===== src/core/gpib_cmd_pkg.sv =====
// constants and types shared by the gpib command decoder
package gpib_cmd_pkg;

  // register byte offsets
  localparam logic [7:0] OFS_STATUS  = 8'h00;
  localparam logic [7:0] OFS_MASK    = 8'h04;
  localparam logic [7:0] OFS_CONFIG  = 8'h08;
  localparam logic [7:0] OFS_AUX     = 8'h0C;
  localparam logic [7:0] OFS_CMDPASS = 8'h10;

  // status and mask flag positions
  localparam int FLG_W    = 7;
  localparam int FLG_MA   = 0;
  localparam int FLG_MAC  = 1;
  localparam int FLG_APT  = 2;
  localparam int FLG_UNC  = 3;
  localparam int FLG_DC   = 4;
  localparam int FLG_TRIG = 5;
  localparam int FLG_RLC  = 6;

  // config fields
  localparam int CFG_W        = 6;
  localparam int CFG_ADDR_LSB = 0;
  localparam int CFG_ADDR_W   = 5;
  localparam int CFG_CTRL_ACT = 5;

  // aux command bits, write only
  localparam int AUX_DACR = 0;
  localparam int AUX_PTS  = 1;

  // cmdpass state bit positions
  localparam int PASS_LADS = 8;
  localparam int PASS_TADS = 9;
  localparam int PASS_REM  = 10;
  localparam int PASS_HOLD = 11;

  // reset values
  localparam logic [FLG_W-1:0] STATUS_RST = 7'h00;
  localparam logic [FLG_W-1:0] MASK_RST   = 7'h00;
  localparam logic [CFG_W-1:0] CFG_RST    = 6'h00;
  localparam logic [10:0]      PIN_RST    = 11'h7FF;

  // command groups, bits 6..5 of the 7-bit command
  localparam logic [1:0] GRP_CMD    = 2'h0;
  localparam logic [1:0] GRP_LISTEN = 2'h1;
  localparam logic [1:0] GRP_TALK   = 2'h2;
  localparam logic [1:0] GRP_SEC    = 2'h3;

  // command codes, bit 8 dropped, positive logic
  localparam logic [6:0] CMD_GTL = 7'h01;
  localparam logic [6:0] CMD_SDC = 7'h04;
  localparam logic [6:0] CMD_PPC = 7'h05;
  localparam logic [6:0] CMD_GET = 7'h08;
  localparam logic [6:0] CMD_TCT = 7'h09;
  localparam logic [6:0] CMD_LLO = 7'h11;
  localparam logic [6:0] CMD_DCL = 7'h14;
  localparam logic [6:0] CMD_PPU = 7'h15;
  localparam logic [6:0] CMD_SPE = 7'h18;
  localparam logic [6:0] CMD_SPD = 7'h19;
  localparam logic [6:0] CMD_UNL = 7'h3F;
  localparam logic [6:0] CMD_UNT = 7'h5F;

  // axi responses
  localparam logic [1:0] RESP_OKAY   = 2'h0;
  localparam logic [1:0] RESP_SLVERR = 2'h2;

  typedef enum logic [2:0] {
    ACC_IDLE,
    ACC_READY,
    ACC_ACDS,
    ACC_HOLD,
    ACC_DONE
  } acc_state_type;

endpackage : gpib_cmd_pkg


===== src/core/gpib_pin_sync.sv =====
// three flop synchroniser that passes a bit once stages two and three agree
`timescale 1ns/10ps
`default_nettype none
module gpib_pin_sync #(
  parameter int          W   = 11,
  parameter logic [10:0] RST = gpib_cmd_pkg::PIN_RST
) (
  input  wire logic         clk_i,
  input  wire logic         srst_i,
  input  wire logic [W-1:0] pin_i,
  output var  logic [W-1:0] level_o
);
  logic [W-1:0] s1_ff;
  logic [W-1:0] s2_ff;
  logic [W-1:0] s3_ff;

  for (genvar i = 0; i < W; i++) begin : g_bit
    always_ff @(posedge clk_i) begin
      if (srst_i) begin
        s1_ff[i]   <= RST[i];
        s2_ff[i]   <= RST[i];
        s3_ff[i]   <= RST[i];
        level_o[i] <= RST[i];
      end else begin
        s1_ff[i] <= pin_i[i];
        s2_ff[i] <= s1_ff[i];
        s3_ff[i] <= s2_ff[i];
        if (s2_ff[i] == s3_ff[i]) begin
          level_o[i] <= s3_ff[i];
        end
      end
    end
  end
endmodule : gpib_pin_sync
`default_nettype wire


===== src/core/gpib_command_decoder.sv =====
// gpib multiline command decoder with axi4-lite register access
// Contract
// - flags set in accept state, masked onto interrupt
// - addressed commands other than take control flag only while listener addressed
// - match listen, talk and secondary address forms
// - secondary address raises passthrough flag, holds off
// - parallel poll configure handled as unrecognized
// - pts write lets poll secondaries raise passthrough
// - parallel poll unconfigure unrecognized with holdoff
// - take control unrecognized only when talker addressed
// - remote/local change flag, go to local no holdoff
// - device clear sets clear flag with holdoff
// - selected device clear sets clear flag, holdoff
// - group execute trigger sets trigger flag, holdoff
// - my talk address sets address flags, holdoff
// - unlisten and other talk address: change flag only
// - lockout and serial poll commands do nothing
// - bus data negative logic, bit eight ignored
// - acceptor idle while controller function active
`timescale 1ns/10ps
`default_nettype none
module gpib_command_decoder (
  input  wire logic        clk_i,
  input  wire logic        srst_i,
  input  wire logic        s_axi_awvalid_i,
  output var  logic        s_axi_awready_o,
  input  wire logic [7:0]  s_axi_awaddr_i,
  input  wire logic        s_axi_wvalid_i,
  output var  logic        s_axi_wready_o,
  input  wire logic [31:0] s_axi_wdata_i,
  input  wire logic [3:0]  s_axi_wstrb_i,
  output var  logic        s_axi_bvalid_o,
  input  wire logic        s_axi_bready_i,
  output var  logic [1:0]  s_axi_bresp_o,
  input  wire logic        s_axi_arvalid_i,
  output var  logic        s_axi_arready_o,
  input  wire logic [7:0]  s_axi_araddr_i,
  output var  logic        s_axi_rvalid_o,
  input  wire logic        s_axi_rready_i,
  output var  logic [31:0] s_axi_rdata_o,
  output var  logic [1:0]  s_axi_rresp_o,
  input  wire logic [7:0]  dio_n_i,
  input  wire logic        atn_n_i,
  input  wire logic        dav_n_i,
  input  wire logic        ren_n_i,
  output var  logic        ndac_n_o,
  output var  logic        ndac_oe_o,
  output var  logic        nrfd_n_o,
  output var  logic        nrfd_oe_o,
  output var  logic        int_n_o,
  output var  logic        int_oe_o
);
  logic [10:0]                          pins_s;
  logic [7:0]                           dio_n_s;
  logic                                 atn_true;
  logic                                 dav_true;
  logic                                 ren_true;
  gpib_cmd_pkg::acc_state_type          acc_state_ff;
  gpib_cmd_pkg::acc_state_type          nxt_acc_state;
  logic [6:0]                           cmd_ff;
  logic [gpib_cmd_pkg::FLG_W-1:0]       status_ff;
  logic [gpib_cmd_pkg::FLG_W-1:0]       mask_ff;
  logic [gpib_cmd_pkg::CFG_W-1:0]       cfg_ff;
  logic                                 lads_ff;
  logic                                 tads_ff;
  logic                                 remote_ff;
  logic                                 my_prim_ff;
  logic                                 pts_ff;
  logic                                 nxt_lads;
  logic                                 nxt_tads;
  logic                                 nxt_remote;
  logic                                 nxt_my_prim;
  logic                                 clr_pts;
  logic [gpib_cmd_pkg::FLG_W-1:0]       set_vec;
  logic                                 need_hold;
  logic                                 ctrl_act;
  logic                                 acc_ok;
  logic [1:0]                           grp;
  logic                                 my_addr;
  logic                                 aw_got_ff;
  logic                                 w_got_ff;
  logic [7:0]                           awaddr_ff;
  logic [31:0]                          wdata_ff;
  logic                                 wstrb0_ff;
  logic                                 wr_do;
  logic                                 wr_ok;
  logic [gpib_cmd_pkg::FLG_W-1:0]       clr_vec;
  logic                                 dacr_wr;
  logic                                 pts_wr;
  logic [31:0]                          rd_word;
  logic                                 rd_ok;

  gpib_pin_sync #(
    .W   (11),
    .RST (gpib_cmd_pkg::PIN_RST)
  ) u_sync (
    .clk_i   (clk_i),
    .srst_i  (srst_i),
    .pin_i   ({ren_n_i, dav_n_i, atn_n_i, dio_n_i}),
    .level_o (pins_s)
  );

  assign dio_n_s  = pins_s[7:0];
  assign atn_true = ~pins_s[8];
  assign dav_true = ~pins_s[9];
  assign ren_true = ~pins_s[10];
  assign ctrl_act = cfg_ff[gpib_cmd_pkg::CFG_CTRL_ACT];
  assign acc_ok   = atn_true & ~ctrl_act;
  assign grp      = cmd_ff[6:5];
  assign my_addr  = cmd_ff[4:0] == cfg_ff[gpib_cmd_pkg::CFG_ADDR_LSB +: gpib_cmd_pkg::CFG_ADDR_W];

  // acceptor handshake
  always_comb begin
    nxt_acc_state = acc_state_ff;
    case (acc_state_ff)
      gpib_cmd_pkg::ACC_IDLE:  nxt_acc_state = gpib_cmd_pkg::ACC_READY;
      gpib_cmd_pkg::ACC_READY: begin
        if (dav_true) begin
          nxt_acc_state = gpib_cmd_pkg::ACC_ACDS;
        end
      end
      gpib_cmd_pkg::ACC_ACDS: begin
        nxt_acc_state = need_hold ? gpib_cmd_pkg::ACC_HOLD : gpib_cmd_pkg::ACC_DONE;
      end
      gpib_cmd_pkg::ACC_HOLD: begin
        if (dacr_wr) begin
          nxt_acc_state = gpib_cmd_pkg::ACC_DONE;
        end
      end
      gpib_cmd_pkg::ACC_DONE: begin
        if (!dav_true) begin
          nxt_acc_state = gpib_cmd_pkg::ACC_READY;
        end
      end
      default: nxt_acc_state = gpib_cmd_pkg::ACC_IDLE;
    endcase
    if (!acc_ok) begin
      nxt_acc_state = gpib_cmd_pkg::ACC_IDLE;
    end
  end

  always_ff @(posedge clk_i) begin
    if (srst_i) begin
      acc_state_ff <= gpib_cmd_pkg::ACC_IDLE;
    end else begin
      acc_state_ff <= nxt_acc_state;
    end
  end

  // latch command, inverted from bus levels, bit 8 dropped
  always_ff @(posedge clk_i) begin
    if (srst_i) begin
      cmd_ff <= 7'h00;
    end else if (acc_state_ff == gpib_cmd_pkg::ACC_READY && dav_true) begin
      cmd_ff <= ~dio_n_s[6:0];
    end
  end

  // line drivers: ndac low until accepted, nrfd low while busy
  assign ndac_n_o  = 1'b0;
  assign nrfd_n_o  = 1'b0;
  assign ndac_oe_o = acc_state_ff == gpib_cmd_pkg::ACC_READY ||
                     acc_state_ff == gpib_cmd_pkg::ACC_ACDS ||
                     acc_state_ff == gpib_cmd_pkg::ACC_HOLD;
  assign nrfd_oe_o = acc_state_ff == gpib_cmd_pkg::ACC_ACDS ||
                     acc_state_ff == gpib_cmd_pkg::ACC_HOLD ||
                     acc_state_ff == gpib_cmd_pkg::ACC_DONE;

  // command decode, acts only in the accept state
  always_comb begin
    set_vec     = '0;
    need_hold   = 1'b0;
    nxt_lads    = lads_ff;
    nxt_tads    = tads_ff;
    nxt_remote  = remote_ff & ren_true;
    nxt_my_prim = my_prim_ff;
    clr_pts     = 1'b0;
    if (acc_state_ff == gpib_cmd_pkg::ACC_ACDS) begin
      if (grp != gpib_cmd_pkg::GRP_SEC) begin
        nxt_my_prim = 1'b0;
        clr_pts     = 1'b1;
      end
      case (grp)
        gpib_cmd_pkg::GRP_CMD: begin
          if (cmd_ff[4]) begin
            if (cmd_ff == gpib_cmd_pkg::CMD_DCL) begin
              set_vec[gpib_cmd_pkg::FLG_DC] = 1'b1;
              need_hold                     = 1'b1;
            end else if (cmd_ff == gpib_cmd_pkg::CMD_PPU) begin
              set_vec[gpib_cmd_pkg::FLG_UNC] = 1'b1;
              need_hold                      = 1'b1;
            end
            // lockout, serial poll and other universals pass silently
          end else if (cmd_ff == gpib_cmd_pkg::CMD_TCT) begin
            if (tads_ff) begin
              set_vec[gpib_cmd_pkg::FLG_UNC] = 1'b1;
              need_hold                      = 1'b1;
            end
          end else if (lads_ff) begin
            if (cmd_ff == gpib_cmd_pkg::CMD_SDC) begin
              set_vec[gpib_cmd_pkg::FLG_DC] = 1'b1;
              need_hold                     = 1'b1;
            end else if (cmd_ff == gpib_cmd_pkg::CMD_GET) begin
              set_vec[gpib_cmd_pkg::FLG_TRIG] = 1'b1;
              need_hold                       = 1'b1;
            end else if (cmd_ff == gpib_cmd_pkg::CMD_GTL) begin
              if (remote_ff) begin
                nxt_remote                     = 1'b0;
                set_vec[gpib_cmd_pkg::FLG_RLC] = 1'b1;
              end
            end else begin
              set_vec[gpib_cmd_pkg::FLG_UNC] = 1'b1;
              need_hold                      = 1'b1;
            end
          end
        end
        gpib_cmd_pkg::GRP_LISTEN: begin
          if (cmd_ff == gpib_cmd_pkg::CMD_UNL) begin
            nxt_lads = 1'b0;
            if (lads_ff) begin
              set_vec[gpib_cmd_pkg::FLG_MAC] = 1'b1;
            end
          end else if (my_addr) begin
            nxt_lads                       = 1'b1;
            nxt_my_prim                    = 1'b1;
            set_vec[gpib_cmd_pkg::FLG_MA]  = 1'b1;
            set_vec[gpib_cmd_pkg::FLG_MAC] = ~lads_ff;
            need_hold                      = 1'b1;
            if (ren_true && !remote_ff) begin
              nxt_remote                     = 1'b1;
              set_vec[gpib_cmd_pkg::FLG_RLC] = 1'b1;
            end
          end
        end
        gpib_cmd_pkg::GRP_TALK: begin
          if (cmd_ff == gpib_cmd_pkg::CMD_UNT) begin
            nxt_tads = 1'b0;
          end else if (my_addr) begin
            nxt_tads                       = 1'b1;
            nxt_my_prim                    = 1'b1;
            set_vec[gpib_cmd_pkg::FLG_MA]  = 1'b1;
            set_vec[gpib_cmd_pkg::FLG_MAC] = 1'b1;
            need_hold                      = 1'b1;
          end else begin
            nxt_tads = 1'b0;
            if (lads_ff) begin
              set_vec[gpib_cmd_pkg::FLG_MAC] = 1'b1;
            end
          end
        end
        gpib_cmd_pkg::GRP_SEC: begin
          if (my_prim_ff || pts_ff) begin
            set_vec[gpib_cmd_pkg::FLG_APT] = 1'b1;
            need_hold                      = 1'b1;
          end
        end
        default: need_hold = 1'b0;
      endcase
    end
  end

  // addressing, remote and pass-through state
  always_ff @(posedge clk_i) begin
    if (srst_i) begin
      lads_ff    <= 1'b0;
      tads_ff    <= 1'b0;
      remote_ff  <= 1'b0;
      my_prim_ff <= 1'b0;
    end else begin
      lads_ff    <= nxt_lads;
      tads_ff    <= nxt_tads;
      remote_ff  <= nxt_remote;
      my_prim_ff <= nxt_my_prim;
    end
  end

  always_ff @(posedge clk_i) begin
    if (srst_i) begin
      pts_ff <= 1'b0;
    end else if (pts_wr) begin
      pts_ff <= 1'b1;
    end else if (clr_pts) begin
      pts_ff <= 1'b0;
    end
  end

  // sticky flags, a new event wins over a software clear
  always_ff @(posedge clk_i) begin
    if (srst_i) begin
      status_ff <= gpib_cmd_pkg::STATUS_RST;
    end else begin
      status_ff <= (status_ff & ~clr_vec) | set_vec;
    end
  end

  assign int_n_o  = 1'b0;
  assign int_oe_o = |(status_ff & mask_ff);

  // axi4-lite write path
  assign s_axi_awready_o = ~aw_got_ff & ~s_axi_bvalid_o;
  assign s_axi_wready_o  = ~w_got_ff & ~s_axi_bvalid_o;
  assign wr_do   = aw_got_ff & w_got_ff & ~s_axi_bvalid_o;
  assign wr_ok   = awaddr_ff == gpib_cmd_pkg::OFS_STATUS || awaddr_ff == gpib_cmd_pkg::OFS_MASK ||
                   awaddr_ff == gpib_cmd_pkg::OFS_CONFIG || awaddr_ff == gpib_cmd_pkg::OFS_AUX;
  assign clr_vec = (wr_do && wstrb0_ff && awaddr_ff == gpib_cmd_pkg::OFS_STATUS) ?
                   wdata_ff[gpib_cmd_pkg::FLG_W-1:0] : '0;
  assign dacr_wr = wr_do & wstrb0_ff & (awaddr_ff == gpib_cmd_pkg::OFS_AUX) &
                   wdata_ff[gpib_cmd_pkg::AUX_DACR];
  assign pts_wr  = wr_do & wstrb0_ff & (awaddr_ff == gpib_cmd_pkg::OFS_AUX) &
                   wdata_ff[gpib_cmd_pkg::AUX_PTS];

  always_ff @(posedge clk_i) begin
    if (srst_i) begin
      aw_got_ff <= 1'b0;
      awaddr_ff <= 8'h00;
    end else if (s_axi_awvalid_i && s_axi_awready_o) begin
      aw_got_ff <= 1'b1;
      awaddr_ff <= {s_axi_awaddr_i[7:2], 2'b00};
    end else if (wr_do) begin
      aw_got_ff <= 1'b0;
    end
  end

  always_ff @(posedge clk_i) begin
    if (srst_i) begin
      w_got_ff  <= 1'b0;
      wdata_ff  <= 32'h0000_0000;
      wstrb0_ff <= 1'b0;
    end else if (s_axi_wvalid_i && s_axi_wready_o) begin
      w_got_ff  <= 1'b1;
      wdata_ff  <= s_axi_wdata_i;
      wstrb0_ff <= s_axi_wstrb_i[0];
    end else if (wr_do) begin
      w_got_ff <= 1'b0;
    end
  end

  always_ff @(posedge clk_i) begin
    if (srst_i) begin
      s_axi_bvalid_o <= 1'b0;
      s_axi_bresp_o  <= gpib_cmd_pkg::RESP_OKAY;
    end else if (wr_do) begin
      s_axi_bvalid_o <= 1'b1;
      s_axi_bresp_o  <= wr_ok ? gpib_cmd_pkg::RESP_OKAY : gpib_cmd_pkg::RESP_SLVERR;
    end else if (s_axi_bready_i) begin
      s_axi_bvalid_o <= 1'b0;
    end
  end

  always_ff @(posedge clk_i) begin
    if (srst_i) begin
      mask_ff <= gpib_cmd_pkg::MASK_RST;
      cfg_ff  <= gpib_cmd_pkg::CFG_RST;
    end else if (wr_do && wstrb0_ff) begin
      if (awaddr_ff == gpib_cmd_pkg::OFS_MASK) begin
        mask_ff <= wdata_ff[gpib_cmd_pkg::FLG_W-1:0];
      end
      if (awaddr_ff == gpib_cmd_pkg::OFS_CONFIG) begin
        cfg_ff <= wdata_ff[gpib_cmd_pkg::CFG_W-1:0];
      end
    end
  end

  // axi4-lite read path
  always_comb begin
    rd_word = 32'h0000_0000;
    rd_ok   = 1'b1;
    case ({s_axi_araddr_i[7:2], 2'b00})
      gpib_cmd_pkg::OFS_STATUS: rd_word[gpib_cmd_pkg::FLG_W-1:0] = status_ff;
      gpib_cmd_pkg::OFS_MASK:   rd_word[gpib_cmd_pkg::FLG_W-1:0] = mask_ff;
      gpib_cmd_pkg::OFS_CONFIG: rd_word[gpib_cmd_pkg::CFG_W-1:0] = cfg_ff;
      gpib_cmd_pkg::OFS_AUX:    rd_word = 32'h0000_0000;
      gpib_cmd_pkg::OFS_CMDPASS: begin
        rd_word[6:0]                    = cmd_ff;
        rd_word[gpib_cmd_pkg::PASS_LADS] = lads_ff;
        rd_word[gpib_cmd_pkg::PASS_TADS] = tads_ff;
        rd_word[gpib_cmd_pkg::PASS_REM]  = remote_ff;
        rd_word[gpib_cmd_pkg::PASS_HOLD] = acc_state_ff == gpib_cmd_pkg::ACC_HOLD;
      end
      default: rd_ok = 1'b0;
    endcase
  end

  assign s_axi_arready_o = ~s_axi_rvalid_o;

  always_ff @(posedge clk_i) begin
    if (srst_i) begin
      s_axi_rvalid_o <= 1'b0;
      s_axi_rdata_o  <= 32'h0000_0000;
      s_axi_rresp_o  <= gpib_cmd_pkg::RESP_OKAY;
    end else if (s_axi_arvalid_i && s_axi_arready_o) begin
      s_axi_rvalid_o <= 1'b1;
      s_axi_rdata_o  <= rd_word;
      s_axi_rresp_o  <= rd_ok ? gpib_cmd_pkg::RESP_OKAY : gpib_cmd_pkg::RESP_SLVERR;
    end else if (s_axi_rready_i) begin
      s_axi_rvalid_o <= 1'b0;
    end
  end
endmodule : gpib_command_decoder
`default_nettype wire


===== config.mk =====
export PLATFORM = sky130hd
export DESIGN_NAME = gpib_command_decoder
export DESIGN_NICKNAME = d
export VERILOG_FILES = /design/src/core/gpib_cmd_pkg.sv /design/src/core/gpib_pin_sync.sv /design/src/core/gpib_command_decoder.sv
export SDC_FILE = /design/constraint.sdc
export NUM_CORES = 1
export LEC_CHECK = 0
export ABC_AREA = 0
export BUFFER_PORTS_ARGS = -buffer_cell sky130_fd_sc_hd__buf_2
export CAP_MARGIN = 40
export CORE_MARGIN = 2
export CORE_UTILIZATION = 40
export DETAILED_ROUTE_END_ITERATION = 8
export SLEW_MARGIN = 0
export SYNTH_ARGS = -nofsm -noshare
export SYNTH_HDL_FRONTEND = slang
export SYNTH_SLANG_ARGS = --single-unit

===== constraint.sdc =====
create_clock -name clk_i -period 2.8 [get_ports clk_i]
set_clock_uncertainty 0.15 [all_clocks]
set_input_delay 0.56 -clock clk_i [delete_from_list [all_inputs] [get_ports clk_i]]
set_output_delay 0.56 -clock clk_i [all_outputs]
set_load 0.02 [all_outputs]

==> flow_metrics.tcl <==
set metrics [dict create \
    cts_setup_buffers 0 \
    crit_chain "ha_1 > o21ai_0 > a2111oi_0 > buf_4 > o311ai_0 > o22ai_1" \
    dieArea_sq_mm 0.01222 \
    hold_start "s_axi_rready_i" \
    startpoint_type "flop" \
    gp_congestion 0.8106 \
    period_needed_ns 2.417 \
    viasPerCell 5.014 \
    worstPathMaxFanout 10 \
    required_ns 2.93 \
    worst_path_max_delay_cell "a2111oi_0" \
    worstHoldPathType "primary input to flop" \
    reg2reg_depth 6 \
    clk_path_buf_depth 2 \
    grt_pass1_vias 3285 \
    powerDensity_mw_per_mm2 577.2 \
    switching_share_pct 23.68 \
    final_util_pct 47.09 \
    stdcell_count 716 \
    postSynth.asyncResetShare_pct 0 \
    routed-via-count 3590 \
    layout-drive-gt1-share_pct 20.83 \
    final_nets 645 \
    final_cell_area_sq_mm 0.005150 \
    cts_resized 0 \
    areaGrowthSynthToFinish_pct 13.42 \
    whs_ns 0.2364 \
    crit_start "cmd_ff[5]$_SDFFE_PP0P_" \
    ys_warn_count 0 \
    end_kind "flop" \
    relSlewSlack_pct 59.32 \
    grt_pass1_wl_microns 15550 \
    ys_types 56 \
    maxSlewViolCount 0 \
    cts_root_buf "clkbuf_16" \
    ioPinCount 117 \
    rsz0062_at_grt "no" \
    p_comb_share_pct 6.2 \
    drt-total-wl_microns 9085 \
    p_leak_nw 2.006 \
    place_area_sq_mm 0.004860 \
    die_h_microns 110.5 \
    final.period_utilization_pct 86.33 \
    dp.cells 700 \
    synth_seq_cells 106 \
    drc 0 \
    fmax_ghz 0.4137 \
    core_area_sq_mm 0.01094 \
    p_clk_share_pct 40.9 \
    io_buffers 57 \
    max_stage_delay_ns 0.58 \
    cts_tree "done" \
    r2r_start "cmd_ff[5]$_SDFFE_PP0P_" \
    final.setup.tns_ns 0 \
    track_usage_pct 15.24 \
    hold_violations 0 \
    cap_viol_max_count 0 \
    r2r_setup_slack_ns 0.38 \
    top_layer_used "met4" \
    clk_pin_slew_ns 0.07 \
    arrival_ns 2.55 \
    status "finished clean" \
    diodes 0 \
    yosysSeqAreaShare_pct 46.73 \
    r2r-end "acc_state_ff[1]$_SDFFE_PP0P_" \
    syn_area_per_cell_sq_um 8.766 \
    firstDrtPassIters 4 \
    setup_violations 0 \
    synth_cells 518 \
    cp_top_family "compound AO/OA/AOI/OAI gates" \
    dp_hpwl_microns 6688 \
    crit_buf_inv 1 \
    intPower_mw 2.269 \
    wl_met3_microns 488 \
    numClockSinks 106 \
    syn-cell-area_sq_mm 0.004541 \
    wl_per_cell_microns 12.69 \
    path_class "flop to flop" \
    hold_buffers 0 \
    drt_iter0_drc 176 \
    worstMarginPinSlew_ns 0.6046 \
    p_seq_share_pct 52.9 \
    rows 38 \
    grt_overflow 0 \
    htree_num_levels 3 \
    wl_met2_microns 3972 \
    clk_latency_ns 0.35 \
    fp.dieW_microns 110.5 \
    cts_buffers 9 \
    antenna_found_initial 0 \
    grt_max_degree 52 \
    start_util_pct 41.52 \
    p_switching_mw 0.7040 \
    wl_met1_microns 4475 \
    ant_nets 0 \
    hold_path_depth 2 \
    synth_edf_count 0 \
    hold_end "s_axi_rvalid_o$_SDFFE_PP0P_" \
    synth-main-ff-cell "dfxtp_1" \
    vdd_drop_max_uv 276.8 \
]
==> power by group through the flow <==
stage	logic (mW)	clock network, mW	registers, mW
final	0.186	1.21	1.57
after global routing	0.208	1.31	1.58
after CTS	0.188	1.24	1.57
after detailed placement	0.187	0	1.61
after global placement	0.184	0	1.61
after floorplan	0.162	0	1.61
==> how the worst max path moves through the flow <==
stage / slack [ns] / end / cells past startpoint
2_1_floorplan: 0.68 / s_axi_rresp_o[1]$_SDFFE_PP0P_ / 6
3_3_place_gp: 0.42 / acc_state_ff[1]$_SDFFE_PP0P_ / 6
3_5_place_dp: 0.42 / acc_state_ff[1]$_SDFFE_PP0P_ / 6
4_1_cts: 0.39 / acc_state_ff[1]$_SDFFE_PP0P_ / 6
5_1_grt: 0.21 / acc_state_ff[1]$_SDFFE_PP0P_ / 6
6_report: 0.38 / acc_state_ff[1]$_SDFFE_PP0P_ / 6
==> stage by stage <==
step                      power (mW)  worst slack (ns)
final                          2.973            0.3827
after floorplan                1.768            0.6783
after detailed placement       1.794            0.4174
after global placement         1.790            0.4167
after global routing           3.091            0.2076
after CTS                      2.999            0.3937
==> cell families after synthesis <==
| kind of cell | after synthesis | share of synthesized area [%] |
|---|---|---|
| XOR/XNOR | 6 | 1.157 |
| multiplexers | 26 | 5.732 |
| other | 1 | 0.08259 |
| buffers and inverters | 59 | 7.578 |
| AO/OA/AOI/OAI | 109 | 14.69 |
| adder cells (fa/ha/maj) | 4 | 1.102 |
| flip-flops | 106 | 46.73 |
| AND/OR/NAND/NOR | 207 | 22.93 |
==> per-layer routing <==
layer / track usage (%) / up-vias
met3: 3.183 / 12
met2: 23.11 / 104
li1: - / 1836
met1: 21.19 / 1638
met4: 6.083 / 0
met5: 0 / -
==> cells in the final DEF (no fill, tap or decap), drive strengths merged, types with 10 or more instances in the layout <==
cell type,instances
buf,67
or2,31
a21oi,44
o21ai,20
mux2i,26
nor2,63
dfxtp,106
conb,26
nand2,56
o21bai,10
inv,10
clkbuf,11
==> final cells by class <==
class                      count  area, sq um
clock buffer                  11        252.7
clock inverter                 5        37.54
multi-input combinational    378         2168
tap                          140        175.2
sequential                   106         2122
inverter                       9        33.78
timing repair buffer          67        360.3
fill                        1067         5786
==> cell usage after synthesis, types with 4 or more instances <==
library cell  count  share of area [%]
dfxtp_1         106                 47
nor2_1           62                5.1
nand2_1          56                4.6
a21oi_1          44                4.8
or2_2            31                4.3
buf_4            26                4.3
mux2i_1          26                5.7
o21ai_0          20                2.2
clkbuf_1         19                1.6
o21bai_1         10                1.7
a22oi_1           9                1.5
inv_1             9               0.74
nand3_1           8               0.88
a211oi_1          7                1.2
nand4_1           7               0.96
nand2b_1          5               0.69
nor3_1            5               0.55
or3_1             5               0.69
xnor2_1           5               0.96
and2_1            4               0.55
ha_1              4                1.1
==> flip-flops by register name, indices dropped and copies added, names as in the netlist, 3 cells and up <==
name / count
awaddr_ff: 6
cmd_ff: 7
acc_state_ff: 3
cfg_ff: 6
u_sync.level_o: 10
u_sync.s1_ff: 10
status_ff: 7
u_sync.s2_ff: 10
s_axi_rdata_o: 11
mask_ff: 7
u_sync.s3_ff: 10
wdata_ff: 7
(Power assumes the default switching activity.)
